===== config.mk =====
export PLATFORM = sky130hd
export DESIGN_NAME = button_press_duration_judge
export DESIGN_NICKNAME = d
export VERILOG_FILES = /design/src/verilog/press_judge_pkg.sv /design/src/verilog/button_press_duration_judge.sv /design/src/verilog/interval_timer.sv
export SDC_FILE = /design/constraint.sdc
export NUM_CORES = 1
export LEC_CHECK = 0
export BUFFER_PORTS_ARGS = -buffer_cell sky130_fd_sc_hd__buf_2
export CORE_MARGIN = 2
export CORE_UTILIZATION = 30
export CTS_CLUSTER_SIZE = 14
export DETAILED_ROUTE_END_ITERATION = 12
export GPL_TIMING_DRIVEN = 0
export PLACE_DENSITY = 0.5
export SYNTH_ARGS = -nofsm -noshare
export SYNTH_HDL_FRONTEND = slang
export SYNTH_SLANG_ARGS = --single-unit

===== constraint.sdc =====
create_clock -name i_clk -period 3.1 [get_ports i_clk]
set_input_delay 0.62 -clock i_clk [delete_from_list [all_inputs] [get_ports i_clk]]
set_output_delay 0.62 -clock i_clk [all_outputs]
set_load 0.02 [all_outputs]

===== src/verilog/press_judge_pkg.sv =====
// Package with constants and types for the button press duration judge.
package press_judge_pkg;
	localparam int unsigned CLK_HZ           = 10_000_000;
	localparam int unsigned WAIT_MS          = 125;
	localparam int unsigned LAMP_MS          = 1000;
	localparam int unsigned WAIT_CYCLES      = (CLK_HZ / 1000) * WAIT_MS;
	localparam int unsigned LAMP_CYCLES      = (CLK_HZ / 1000) * LAMP_MS;
	localparam int unsigned REPEAT_DEFAULT   = 24;
	localparam int unsigned REPEAT_W         = 8;
	localparam logic        LAMP_ON          = 1'b0;
	localparam logic        LAMP_OFF         = 1'b1;
	localparam logic [2:0]  SYNC_RESET       = 3'h7;

	typedef enum logic [4:0] {
		DEEP_STOP = 5'h01,
		STATE_A   = 5'h02,
		MEASURE   = 5'h04,
		NORMAL    = 5'h08,
		LIT       = 5'h10
	} power_state_e;

	typedef struct packed {
		logic activity_lamp_n;
		logic long_press_lamp_n;
	} lamps_s;

	typedef struct packed {
		logic wake;
		logic long_press;
		logic short_press;
	} verdict_s;
endpackage : press_judge_pkg


===== src/verilog/button_press_duration_judge.sv =====
// Standby sequencer that judges long and short button presses.
//
// Functional notes
// - Both lamp outputs light when driven low and the button reads pressed when low.
// - A button press in deep stop moves the device to state_a without waking the core.
// - The button edge goes through the event link into the sequencer start input.
// - The button edge never reaches the core as a wake request; it only starts the sequencer.
// - The activity lamp is on while the sequencer runs and off once it finishes either way.
// - A hold longer than the threshold is a long press and wakes the device to normal.
// - A hold not beyond the threshold is short and returns to deep stop with the core off.
// - After a long-press wake the long-press lamp lights for one second, then deep stop.
// - Lamp, measurement, decision and wake run entirely in the sequencer without the core.
// - The threshold is 125 ms times one more than a repeat count whose default is 24.
`timescale 1ns/100ps
`default_nettype none
module button_press_duration_judge
	import press_judge_pkg::*;
#(
	parameter int unsigned WAIT_COUNT = WAIT_CYCLES,
	parameter int unsigned LAMP_COUNT = LAMP_CYCLES,
	parameter int unsigned REPEAT     = REPEAT_DEFAULT
) (
	// Clock and reset
	input  wire logic i_clk,
	input  wire logic i_sys_rst,
	// Button pin, active low
	input  wire logic i_push_button_n,
	// Lamp pins, active low
	output logic      o_activity_lamp_n,
	output logic      o_long_press_lamp_n,
	// Power state view
	output logic      o_core_running,
	output logic      o_in_state_a,
	output logic      o_wake_pulse
);
	// Width of the shared timer's count.
	localparam int unsigned TW = 24;

	// Refuse counts that the timer or the repeat counter cannot hold.
	initial begin
		if (WAIT_COUNT < 1 || WAIT_COUNT >= (1 << TW)) begin
			$error("button_press_duration_judge: WAIT_COUNT out of range");
		end
		if (LAMP_COUNT < 1 || LAMP_COUNT >= (1 << TW)) begin
			$error("button_press_duration_judge: LAMP_COUNT out of range");
		end
		if (REPEAT < 1 || REPEAT >= (1 << REPEAT_W)) begin
			$error("button_press_duration_judge: REPEAT out of range");
		end
	end

	// Three-stage synchroniser for the button pin.
	logic       sync [3];
	logic       pressed;
	logic       pressed_d;

	for (genvar g = 0; g < 3; g++) begin : g_sync
		logic stage_in;
		if (g == 0) begin : g_pin
			assign stage_in = i_push_button_n;
		end else begin : g_chain
			assign stage_in = sync[g-1];
		end
		always_ff @(posedge i_clk) begin
			if (i_sys_rst) begin
				sync[g] <= SYNC_RESET[g];
			end else begin
				sync[g] <= stage_in;
			end
		end
	end

	// Button level after the synchroniser, low on the pin means pressed.
	always_ff @(posedge i_clk) begin
		if (i_sys_rst) begin
			pressed   <= 1'b0;
			pressed_d <= 1'b0;
		end else begin
			if (sync[1] == sync[2]) begin
				pressed <= ~sync[2];
			end
			pressed_d <= pressed;
		end
	end

	// Edge event, routed through the event link to the sequencer only.
	wire button_edge_interrupt = pressed && !pressed_d;
	wire core_irq_mask         = 1'b1;
	wire core_irq_from_button  = button_edge_interrupt && !core_irq_mask;
	power_state_e state;
	power_state_e next_state;

	// One-hot state decode.
	wire in_deep    = (state == DEEP_STOP);
	wire in_state_a = (state == STATE_A);
	wire in_measure = (state == MEASURE);
	wire in_normal  = (state == NORMAL);
	wire in_lit     = (state == LIT);

	// Only deep stop lets the edge through to the sequencer.
	wire event_link_out = button_edge_interrupt && in_deep;

	// Shared interval timer for waits and the lamp time.
	logic          timer_start;
	logic [TW-1:0] timer_count;
	logic          tick;

	interval_timer #(
		.WIDTH (TW)
	) u_timer (
		.i_clk     (i_clk),
		.i_sys_rst (i_sys_rst),
		.i_start   (timer_start),
		.i_count   (timer_count),
		.o_tick    (tick)
	);

	// Measurement state and verdict decode.
	logic [REPEAT_W-1:0] held;
	logic [REPEAT_W-1:0] next_held;
	verdict_s            verdict;
	lamps_s              lamps;
	lamps_s              next_lamps;
	logic                core_running;
	logic                state_a_view;

	localparam lamps_s LAMPS_DARK = '{activity_lamp_n: LAMP_OFF,
	                                  long_press_lamp_n: LAMP_OFF};

	wire at_threshold = (held == REPEAT[REPEAT_W-1:0]);
	wire sample_now   = in_measure && tick;
	wire still_held   = sample_now && pressed;
	wire released     = sample_now && !pressed;
	wire long_hit     = still_held && at_threshold;

	assign verdict = '{wake: long_hit || core_irq_from_button,
	                   long_press: long_hit,
	                   short_press: released};

	// Timer loads: a wait on entry and after every held sample short of
	// the threshold, the lamp time with the long-press verdict.
	wire start_wait = in_state_a || (still_held && !at_threshold);
	wire start_lamp = long_hit;
	assign timer_start = start_wait || start_lamp;
	assign timer_count = start_lamp ? LAMP_COUNT[TW-1:0] : WAIT_COUNT[TW-1:0];

	// Next state, hold count and lamp levels.
	always_comb begin
		next_state  = state;
		next_held   = held;
		next_lamps  = lamps;
		unique case (state)
			DEEP_STOP: begin
				if (event_link_out) begin
					next_state = STATE_A;
				end
			end
			STATE_A: begin
				next_lamps.activity_lamp_n = LAMP_ON;
				next_held                  = '0;
				next_state                 = MEASURE;
			end
			MEASURE: begin
				if (verdict.long_press) begin
					next_lamps.activity_lamp_n   = LAMP_OFF;
					next_lamps.long_press_lamp_n = LAMP_ON;
					next_state                   = NORMAL;
				end else if (verdict.short_press) begin
					next_lamps.activity_lamp_n = LAMP_OFF;
					next_state                 = DEEP_STOP;
				end else if (still_held) begin
					next_held   = held + 1'b1;
				end
			end
			NORMAL: begin
				next_state = LIT;
			end
			LIT: begin
				if (tick) begin
					next_lamps.long_press_lamp_n = LAMP_OFF;
					next_state                   = DEEP_STOP;
				end
			end
			default: begin
				next_state = DEEP_STOP;
			end
		endcase
	end

	// State, count, lamps and the wake pulse.
	always_ff @(posedge i_clk) begin
		if (i_sys_rst) begin
			state        <= DEEP_STOP;
			held         <= '0;
			lamps        <= LAMPS_DARK;
			o_wake_pulse <= 1'b0;
		end else begin
			state        <= next_state;
			held         <= next_held;
			lamps        <= next_lamps;
			o_wake_pulse <= verdict.wake;
		end
	end

	// Status pins come from flip-flops loaded with the next state.
	always_ff @(posedge i_clk) begin
		if (i_sys_rst) begin
			core_running <= 1'b0;
			state_a_view  <= 1'b0;
		end else begin
			core_running <= (next_state == NORMAL) || (next_state == LIT);
			state_a_view  <= (next_state == STATE_A) || (next_state == MEASURE);
		end
	end

	// Pin drivers.
	assign o_activity_lamp_n   = lamps.activity_lamp_n;
	assign o_long_press_lamp_n = lamps.long_press_lamp_n;
	assign o_core_running      = core_running;
	assign o_in_state_a        = state_a_view;
endmodule // button_press_duration_judge
`default_nettype wire


===== src/verilog/interval_timer.sv =====
// Interval timer that emits a one-cycle tick after a loadable count.
`timescale 1ns/100ps
`default_nettype none
module interval_timer #(
	parameter int unsigned WIDTH = 24
) (
	// Clock and reset
	input  wire logic             i_clk,
	input  wire logic             i_sys_rst,
	// Control
	input  wire logic             i_start,
	input  wire logic [WIDTH-1:0] i_count,
	// Status
	output logic                  o_tick
);
	initial begin
		if (WIDTH < 2 || WIDTH > 31) begin
			$error("interval_timer: WIDTH out of range");
		end
	end

	logic [WIDTH-1:0] remain;
	logic             running;
	wire              expire = running && (remain == '0);

	always_ff @(posedge i_clk) begin
		if (i_sys_rst) begin
			remain  <= '0;
			running <= 1'b0;
			o_tick  <= 1'b0;
		end else begin
			o_tick <= expire;
			if (i_start) begin
				remain  <= i_count - 1'b1;
				running <= 1'b1;
			end else if (expire) begin
				running <= 1'b0;
			end else if (running) begin
				remain <= remain - 1'b1;
			end
		end
	end
endmodule // interval_timer
`default_nettype wire


==> results of run 1 <==
-- per-layer routing --
metal / vias up / GRT usage, %
li1: 1244 / -
met1: 1124 / 21.3
met2: 51 / 24.5
met3: 9 / 2.65
met4: 0 / 4.21
met5: - / 0
-- worst register-to-register path: cells and delay by family (launching register included) --
kind / cells / cell delay [ns]
compound gates: 2 / 0.35
fa+ha+maj: 1 / 0.15
buf+inv: 1 / 0.19
flops: 1 / 0.54
simple gates: 6 / 1.61
-- worst min path at each step --
| stage | slack [ns] | endpoint | startpoint | cells past startpoint |
|---|---|---|---|---|
| 2_1_floorplan | 0.39 | sync[1] | sync[0] | 1 |
| 3_3_place_gp | 0.40 | sync[1] | sync[0] | 1 |
| 3_5_place_dp | 0.40 | sync[1] | sync[0] | 1 |
| 4_1_cts | 0.43 | sync[1] | sync[0] | 1 |
| 5_1_grt | 0.45 | sync[1] | sync[0] | 1 |
| 6_report | 0.43 | sync[1] | sync[0] | 1 |
-- flip-flops by register name, summed over array words and instances (netlist names) --
signal and count:
u_timer.o_tick 1, o_in_state_a 1, pressed 1, o_core_running 1, o_activity_lamp_n 1, o_wake_pulse 1, pressed_d 1, u_timer.running 1
held 8, sync 3, state 5, o_long_press_lamp_n 1, u_timer.remain 24
-- placed cells by master (no fill, tap or decap), drive strengths merged, types with 6 or more instances in the layout --
cell and instances:
clkbuf 16, o21ai 14, nor3 16, inv 10
a31oi 8, o31ai 10, buf 22, nand3 12
nand4 10, nor2 26, or2 6, nor4 6
a21oi 23, or4 8, nand2 20, dfxtp 49
or3 10
-- stage by stage --
step | util [%] | setup TNS, ns
2_1_floorplan | - | 0
3_3_place_gp | 32.6 | -2.06
3_5_place_dp | 32.6 | -1.67
4_1_cts | 34.0 | 0
5_1_grt | 34.6 | -0.0715
6_report | 34.6 | 0
-- synth_stat cells (all sizes together) (2+ instances only) --
cell	n	area share (%)
nand2	20	2.8
a31oi	8	1.9
a311oi	3	0.99
a2bb2oi	2	0.66
inv	9	1.3
and3	5	1.2
or3	10	2.4
or4	8	2.3
clkbuf	11	1.6
xnor2	2	0.66
or2	6	1.4
nor3	16	3.4
o21ai	14	2.6
nand2b	3	0.71
o2111ai	2	0.66
mux2i	4	1.5
o311ai	2	0.66
o31a	2	0.66
and2	4	0.94
nand3b	2	0.56
nor4b	5	2.7
ha	3	1.4
nand3	12	2.3
nand4	10	2.4
nor2	26	4.0
o22ai	3	0.71
nor4	6	1.4
a21oi	23	4.5
o21a	2	0.56
buf	10	2.4
nor2b	2	0.47
a211oi	2	0.56
dfxtp	49	37
a211o	2	0.66
xor2	2	0.66
o211ai	3	0.85
nor3b	2	0.56
o31ai	10	3.0
a22oi	2	0.75
or4b	2	0.89
-- cells by family after synthesis --
| logic type | share of synthesized area [%] |
|---|---|
| AOI/OAI and AO/OA | 22.3 |
| xor gates and xnor gates | 1.32 |
| adders and majority gates | 1.79 |
| buffers and inverters | 5.22 |
| DFF | 36.9 |
| muxes | 1.51 |
| and+or+nand+nor | 31.0 |
-- power by group through the flow --
| stage | clock network [mW] | registers, mW | logic [mW] |
|---|---|---|---|
| after floorplan | 0 | 0.646 | 0.0147 |
| after global placement | 0 | 0.646 | 0.0242 |
| after detailed placement | 0 | 0.646 | 0.0240 |
| after CTS | 0.410 | 0.632 | 0.0241 |
| after global routing | 0.437 | 0.632 | 0.0264 |
| final | 0.397 | 0.632 | 0.0239 |
-- what timing repair did --
item | CTS | global route
buffers inserted | 1 | 5
pin swaps | 1 | 2
gates resized for setup | 4 | 4
endpoints found under the setup margin | 8 | 5
-- area by class of cell --
type / count / area share [%]
plain buffers: 20 / 3.46
clock buffers: 5 / 2.29
clock inverters: 3 / 0.834
inverters: 9 / 1.13
multi-input cells: 241 / 52.4
flip-flops and latches: 49 / 32.7
well taps: 108 / 4.50
repair buffers: 13 / 2.67
==> qor.txt, run 1 <==
Reg-to-reg endpoint -> u_timer.remain[14]
Register Area -> 981 um^2
DP Wirelength -> 5120 um
Synth warnings -> 0
Worst setup margin -> 0.169 ns
Clock Latency Late Sink -> 0.31 ns
WL/cell -> 16.3 um
Number of routed nets with antenna violations -> 0
Hold Path Class -> reg2reg
Worst Path Max Fanout -> 9
R2R Setup Slk -> 0.17 ns
Metal2 WL -> 3350 um
Critical Path Stages -> 10
Starting density of the core -> 30.7%
Synthesized area -> 0.00266 mm^2
Remaining global-route overflow -> 0
Cell chain of the critical path -> nor4b_4 -> a22oi_2 -> nand2_1 -> ha_1 -> clkbuf_4 -> nor4b_4 -> nand2_2 -> or3_1 -> or3_1 -> a21oi_1
Top cell family by delay on the critical path -> simple AND/OR/NAND/NOR gates
Rel. slew slack -> 37.0%
Total CTS buffers -> 5
Psw -> 0.252 mW
Net switching fraction of the power -> 23.9%
Post-Route M1 WL -> 3530 um
Metal3 WL -> 321 um
# hold bufs at CTS -> 0
Max Fclk -> 0.341 GHz
Total Power -> 1.05 mW
Die Ht -> 98.2 um
Register area share after synthesis -> 36.9%
Crit start category -> flop
Max-slew violation count -> 0
Largest net degree at the start of global routing -> 18
WHS -> 0.429 ns
Worst-path clk slew -> 0.10 ns
Cells after synthesis -> 320
GPL Wtd Cong -> 0.838
Pwr dens -> 351 mW/mm^2
Root Buffer -> clkbuf_8
Worst path bufs/invs -> 1
Peak supply drop -> 0.194 mV
FF-to-FF Start -> state[1]
Max Used Layer -> met4
Port Buffers -> 7
Number of synthesized flops with an enable pin -> 0
Period utilization -> 94.5%
Max_cap viols -> 0
Filler Cell Count -> 929
Vias per inst -> 5.42
Comb pwr share -> 2.3%
H-tree depth -> 2
Fin nets -> 345
Syn nets -> 326
Synthesized area per cell -> 8.31 um^2
P&R area growth vs syn -> 12.8%
Clk network pwr share -> 37.7%
Fin cells -> 448
Asr flop ratio synth -> 0%
CTS tree -> yes
Area after DPL -> 0.00283 mm^2
Die footprint -> 0.00964 mm^2
CP endpoint -> u_timer.remain[14]
Leak -> 1.14 nW
Clk buf depth -> 2
# clock sinks -> 49
Iter 0 DRT Violations -> 179
Critical Path RT -> 3.34 ns
CORE AREA -> 0.00868 mm^2
Top FF cell, synth -> dfxtp_1
Fin. Hold Viols -> 0
Design Area, Final -> 0.00300 mm^2
GRT Total Usage -> 15.3%
Kind of critical path -> reg2reg
First-pass GRT wire length -> 12000 um
Outcome -> complete, no violations
IO Count -> 8
Vias in the first global route -> 2307
Setup slack at placement -> -0.412 ns
Skew final -> 0.0107 ns
Yosys cell types -> 63
FP Rows -> 34
Ant. Diodes -> 0
DR pass1 iterations -> 4
Vias after detailed routing -> 2428
Post-route DRC -> 0
Slowest CP cell -> dfxtp_1
#FFs+latches synth -> 49
P_int -> 0.801 mW
Multi-input gate area -> 0.00157 mm^2
Tmin final -> 2.93 ns
Critical Path Start -> state[1]
Critical path endpoint category -> flop
Chip width -> 98.2 um
DP Cell Count -> 435
Critical Path AT -> 3.17 ns
Share of cells above drive strength 1 -> 15.3%
Reg2reg path depth -> 10
Worst-margin pin slew -> 0.938 ns
Seq pwr share -> 60.0%
Total Routed Length -> 7310 um
Setup violators final -> 0
Max incr delay on CP -> 0.54 ns
Initial antenna violation count -> 0
Note: power is estimated with default switching activity, not from simulation.
==> run 2, diff against run 1 <==
--- a/config.mk
+++ b/config.mk
@@ -5,6 +5,7 @@
 export SDC_FILE = /design/constraint.sdc
 export NUM_CORES = 1
 export LEC_CHECK = 0
+export ABC_AREA = 1
 export BUFFER_PORTS_ARGS = -buffer_cell sky130_fd_sc_hd__buf_2
 export CORE_MARGIN = 2
 export CORE_UTILIZATION = 30
==> run 2 against run 1 <==
Worst setup slack better by 0.36 ns; combinational power decreased by 13%; maximum frequency up 14%; clock power grew 20%; critical endpoint is now u_timer.remain[12]; largest power group unchanged; highest routed layer unchanged.
==> qor.txt, run 2 <==
Outcome -> complete, no violations
Biggest regs -> u_timer.remain: 24 flops, held: 8 flops, state: 5 flops
Setup Buffers After CTS -> 0
Crit start category -> flop
Max_cap viols -> 0
# clock sinks -> 49
Synth top cells by count -> nor2_1 (72), nand2_1 (68), inv_1 (64)
Critical path endpoint category -> flop
Setup violators final -> 0
Peak supply drop -> 0.153 mV
Asr flop ratio synth -> 0%
Post-route DRC -> 0
Fin nets -> 445
Tmin final -> 2.57 ns
Hold Path Class -> reg2reg
Critical Path RT -> 3.35 ns
Commonest non-fill, non-tap cells in the layout -> nor2_1 (72), nand2_1 (68), inv_1 (64), dfxtp_1 (49), nand3_1 (36)
Top FF cell, synth -> dfxtp_1
Fin cells -> 551
P&R area growth vs syn -> 10.2%
FF-to-FF Start -> state[1]
Post-CTS sizing -> 0
Iter 0 DRT Violations -> 183
Most frequent cell after synthesis -> nor2_1
Largest Register -> u_timer.remain
Worst Path Max Fanout -> 10
Rel. slew slack -> 54.6%
Filler Cell Count -> 1043
Max-slew violation count -> 0
Worst Hold Launch -> sync[0]
Vias per inst -> 4.83
Yosys cell types -> 36
Register Area -> 981 um^2
Reg-to-reg endpoint -> u_timer.remain[12]
RSZ-0062 raised after global routing -> false
GRT Total Usage -> 15.5%
Number of synthesized flops with an enable pin -> 0
DP Wirelength -> 5560 um
Worst hold path depth -> 1
Clock Latency Late Sink -> 0.31 ns
Hold Crit Endpoint -> sync[1]
Number of routed nets with antenna violations -> 0
Skew final -> 0.00755 ns
#FFs+latches synth -> 49
Share of cells above drive strength 1 -> 12.0%
Top-area cell type share of the netlist area -> 35.1%
Chip width -> 100 um
Starting density of the core -> 30.5%
Cells after synthesis -> 425
Largest cells by area after synthesis -> dfxtp_1 (35%), nor2_1 (9.7%), nand2_1 (9.1%)
Design Area, Final -> 0.00308 mm^2
Max reg flops -> 24
R2R Setup Slk -> 0.53 ns
Syn nets -> 431
IO Count -> 8
Vias in the first global route -> 2488
Synth warnings -> 0
Yosys top cell by area -> dfxtp_1
Synthesized area -> 0.00279 mm^2
Die footprint -> 0.0101 mm^2
Initial antenna violation count -> 0
Total Routed Length -> 7420 um
Vias after detailed routing -> 2660
Critical Path AT -> 2.83 ns
Port Buffers -> 7
Area after DPL -> 0.00297 mm^2
H-tree depth -> 2
Remaining global-route overflow -> 0
Total CTS buffers -> 5
Die Ht -> 100 um
DP Cell Count -> 543
Largest net degree at the start of global routing -> 16
Setup TNS -> 0 ns
Worst-margin pin slew -> 0.681 ns
CTS tree -> yes
# hold bufs at CTS -> 0
Worst setup margin -> 0.527 ns
Total Power -> 1.13 mW
WL/cell -> 13.5 um
First-pass GRT wire length -> 12200 um
Setup slack at placement -> 0.547 ns
Ant. Diodes -> 0
CORE AREA -> 0.00915 mm^2
FP Rows -> 35
Synthesized area per cell -> 6.57 um^2
Leak -> 1.56 nW
Reg2reg path depth -> 16
Max Fclk -> 0.389 GHz
Register area share after synthesis -> 35.1%
GPL Wtd Cong -> 0.862
Clk buf depth -> 2
Fin. Hold Viols -> 0
Kind of critical path -> reg2reg
Multi-input gate area -> 0.00148 mm^2
Worst-path clk slew -> 0.10 ns
DR pass1 iterations -> 4
Period utilization -> 83.0%
Pwr dens -> 367 mW/mm^2
Root Buffer -> clkbuf_8
Commonest non-fill, non-tap cell in the layout -> nor2_1
-- run 2: cell families (layout without fill, tap and decap cells) --
logic type	after synthesis	after routing	share of synthesized area (%)
and+or+nand+nor	234	234	39.9
buffers and inverters	81	96	11.8
AOI/OAI and AO/OA	57	57	11.5
DFF	49	49	35.1
adders and majority gates	3	3	1.34
xor gates and xnor gates	1	1	0.314
-- run 2: worst max-delay path by stage --
stage              from            endpoint  slack, ns  cells after the start
3_3_place_gp   state[3]  u_timer.remain[12]       0.57                     16
6_report       state[1]  u_timer.remain[12]       0.53                     16
2_1_floorplan  state[3]  u_timer.remain[12]       1.01                     17
3_5_place_dp   state[3]  u_timer.remain[12]       0.55                     16
5_1_grt        state[1]  u_timer.remain[12]       0.25                     16
4_1_cts        state[3]  u_timer.remain[12]       0.52                     16
-- run 2: critical path: stages (launching register included) --
cell and delay, ns:
dfxtp_1 0.38, nor2_2 0.19, nand4_4 0.16, nand2_4 0.13, buf_6 0.17, buf_2 0.26, nor2_1 0.06, inv_1 0.11
ha_1 0.26, nand2_2 0.09, nor2_4 0.13, nand4_2 0.12, nor2_1 0.16, nand2_1 0.09, nand2_1 0.06, nand2_1 0.04
nor2_1 0.09
-- run 2: per-stage QoR --
stage	util (%)	hold slack, ns
after detailed placement	32.4	0.393
after CTS	33.6	0.418
after global routing	33.6	0.427
after global placement	32.4	0.399
final	33.6	0.415
after floorplan	-	0.389
-- run 2: final cells by class --
cell class                 instances  share of cell area, %
multi-input combinational        295                   48.1
inverter                          68                   8.30
clock buffer                       6                   2.36
clock inverter                     2                   1.26
timing repair buffer               7                   1.14
tap                              111                   4.51
buffer                            13                   2.44
sequential                        49                   31.9
-- run 2: layer usage --
| metal | share of wire [%] | global-route usage, % | vias up |
|---|---|---|---|
| met5 | 0 | 0 | - |
| met1 | 48 | 21.1 | 1206 |
| met3 | 4.9 | 2.57 | 9 |
| li1 | - | - | 1401 |
| met2 | 46 | 24.9 | 44 |
| met4 | 1.4 | 5.16 | 0 |
-- run 2: power by group --
| part | internal (mW) | switching [mW] |
|---|---|---|
| logic | 0.00477 | 0.0161 |
| registers | 0.631 | 0.000591 |
| clock network | 0.243 | 0.234 |
| total | 0.878 | 0.250 |
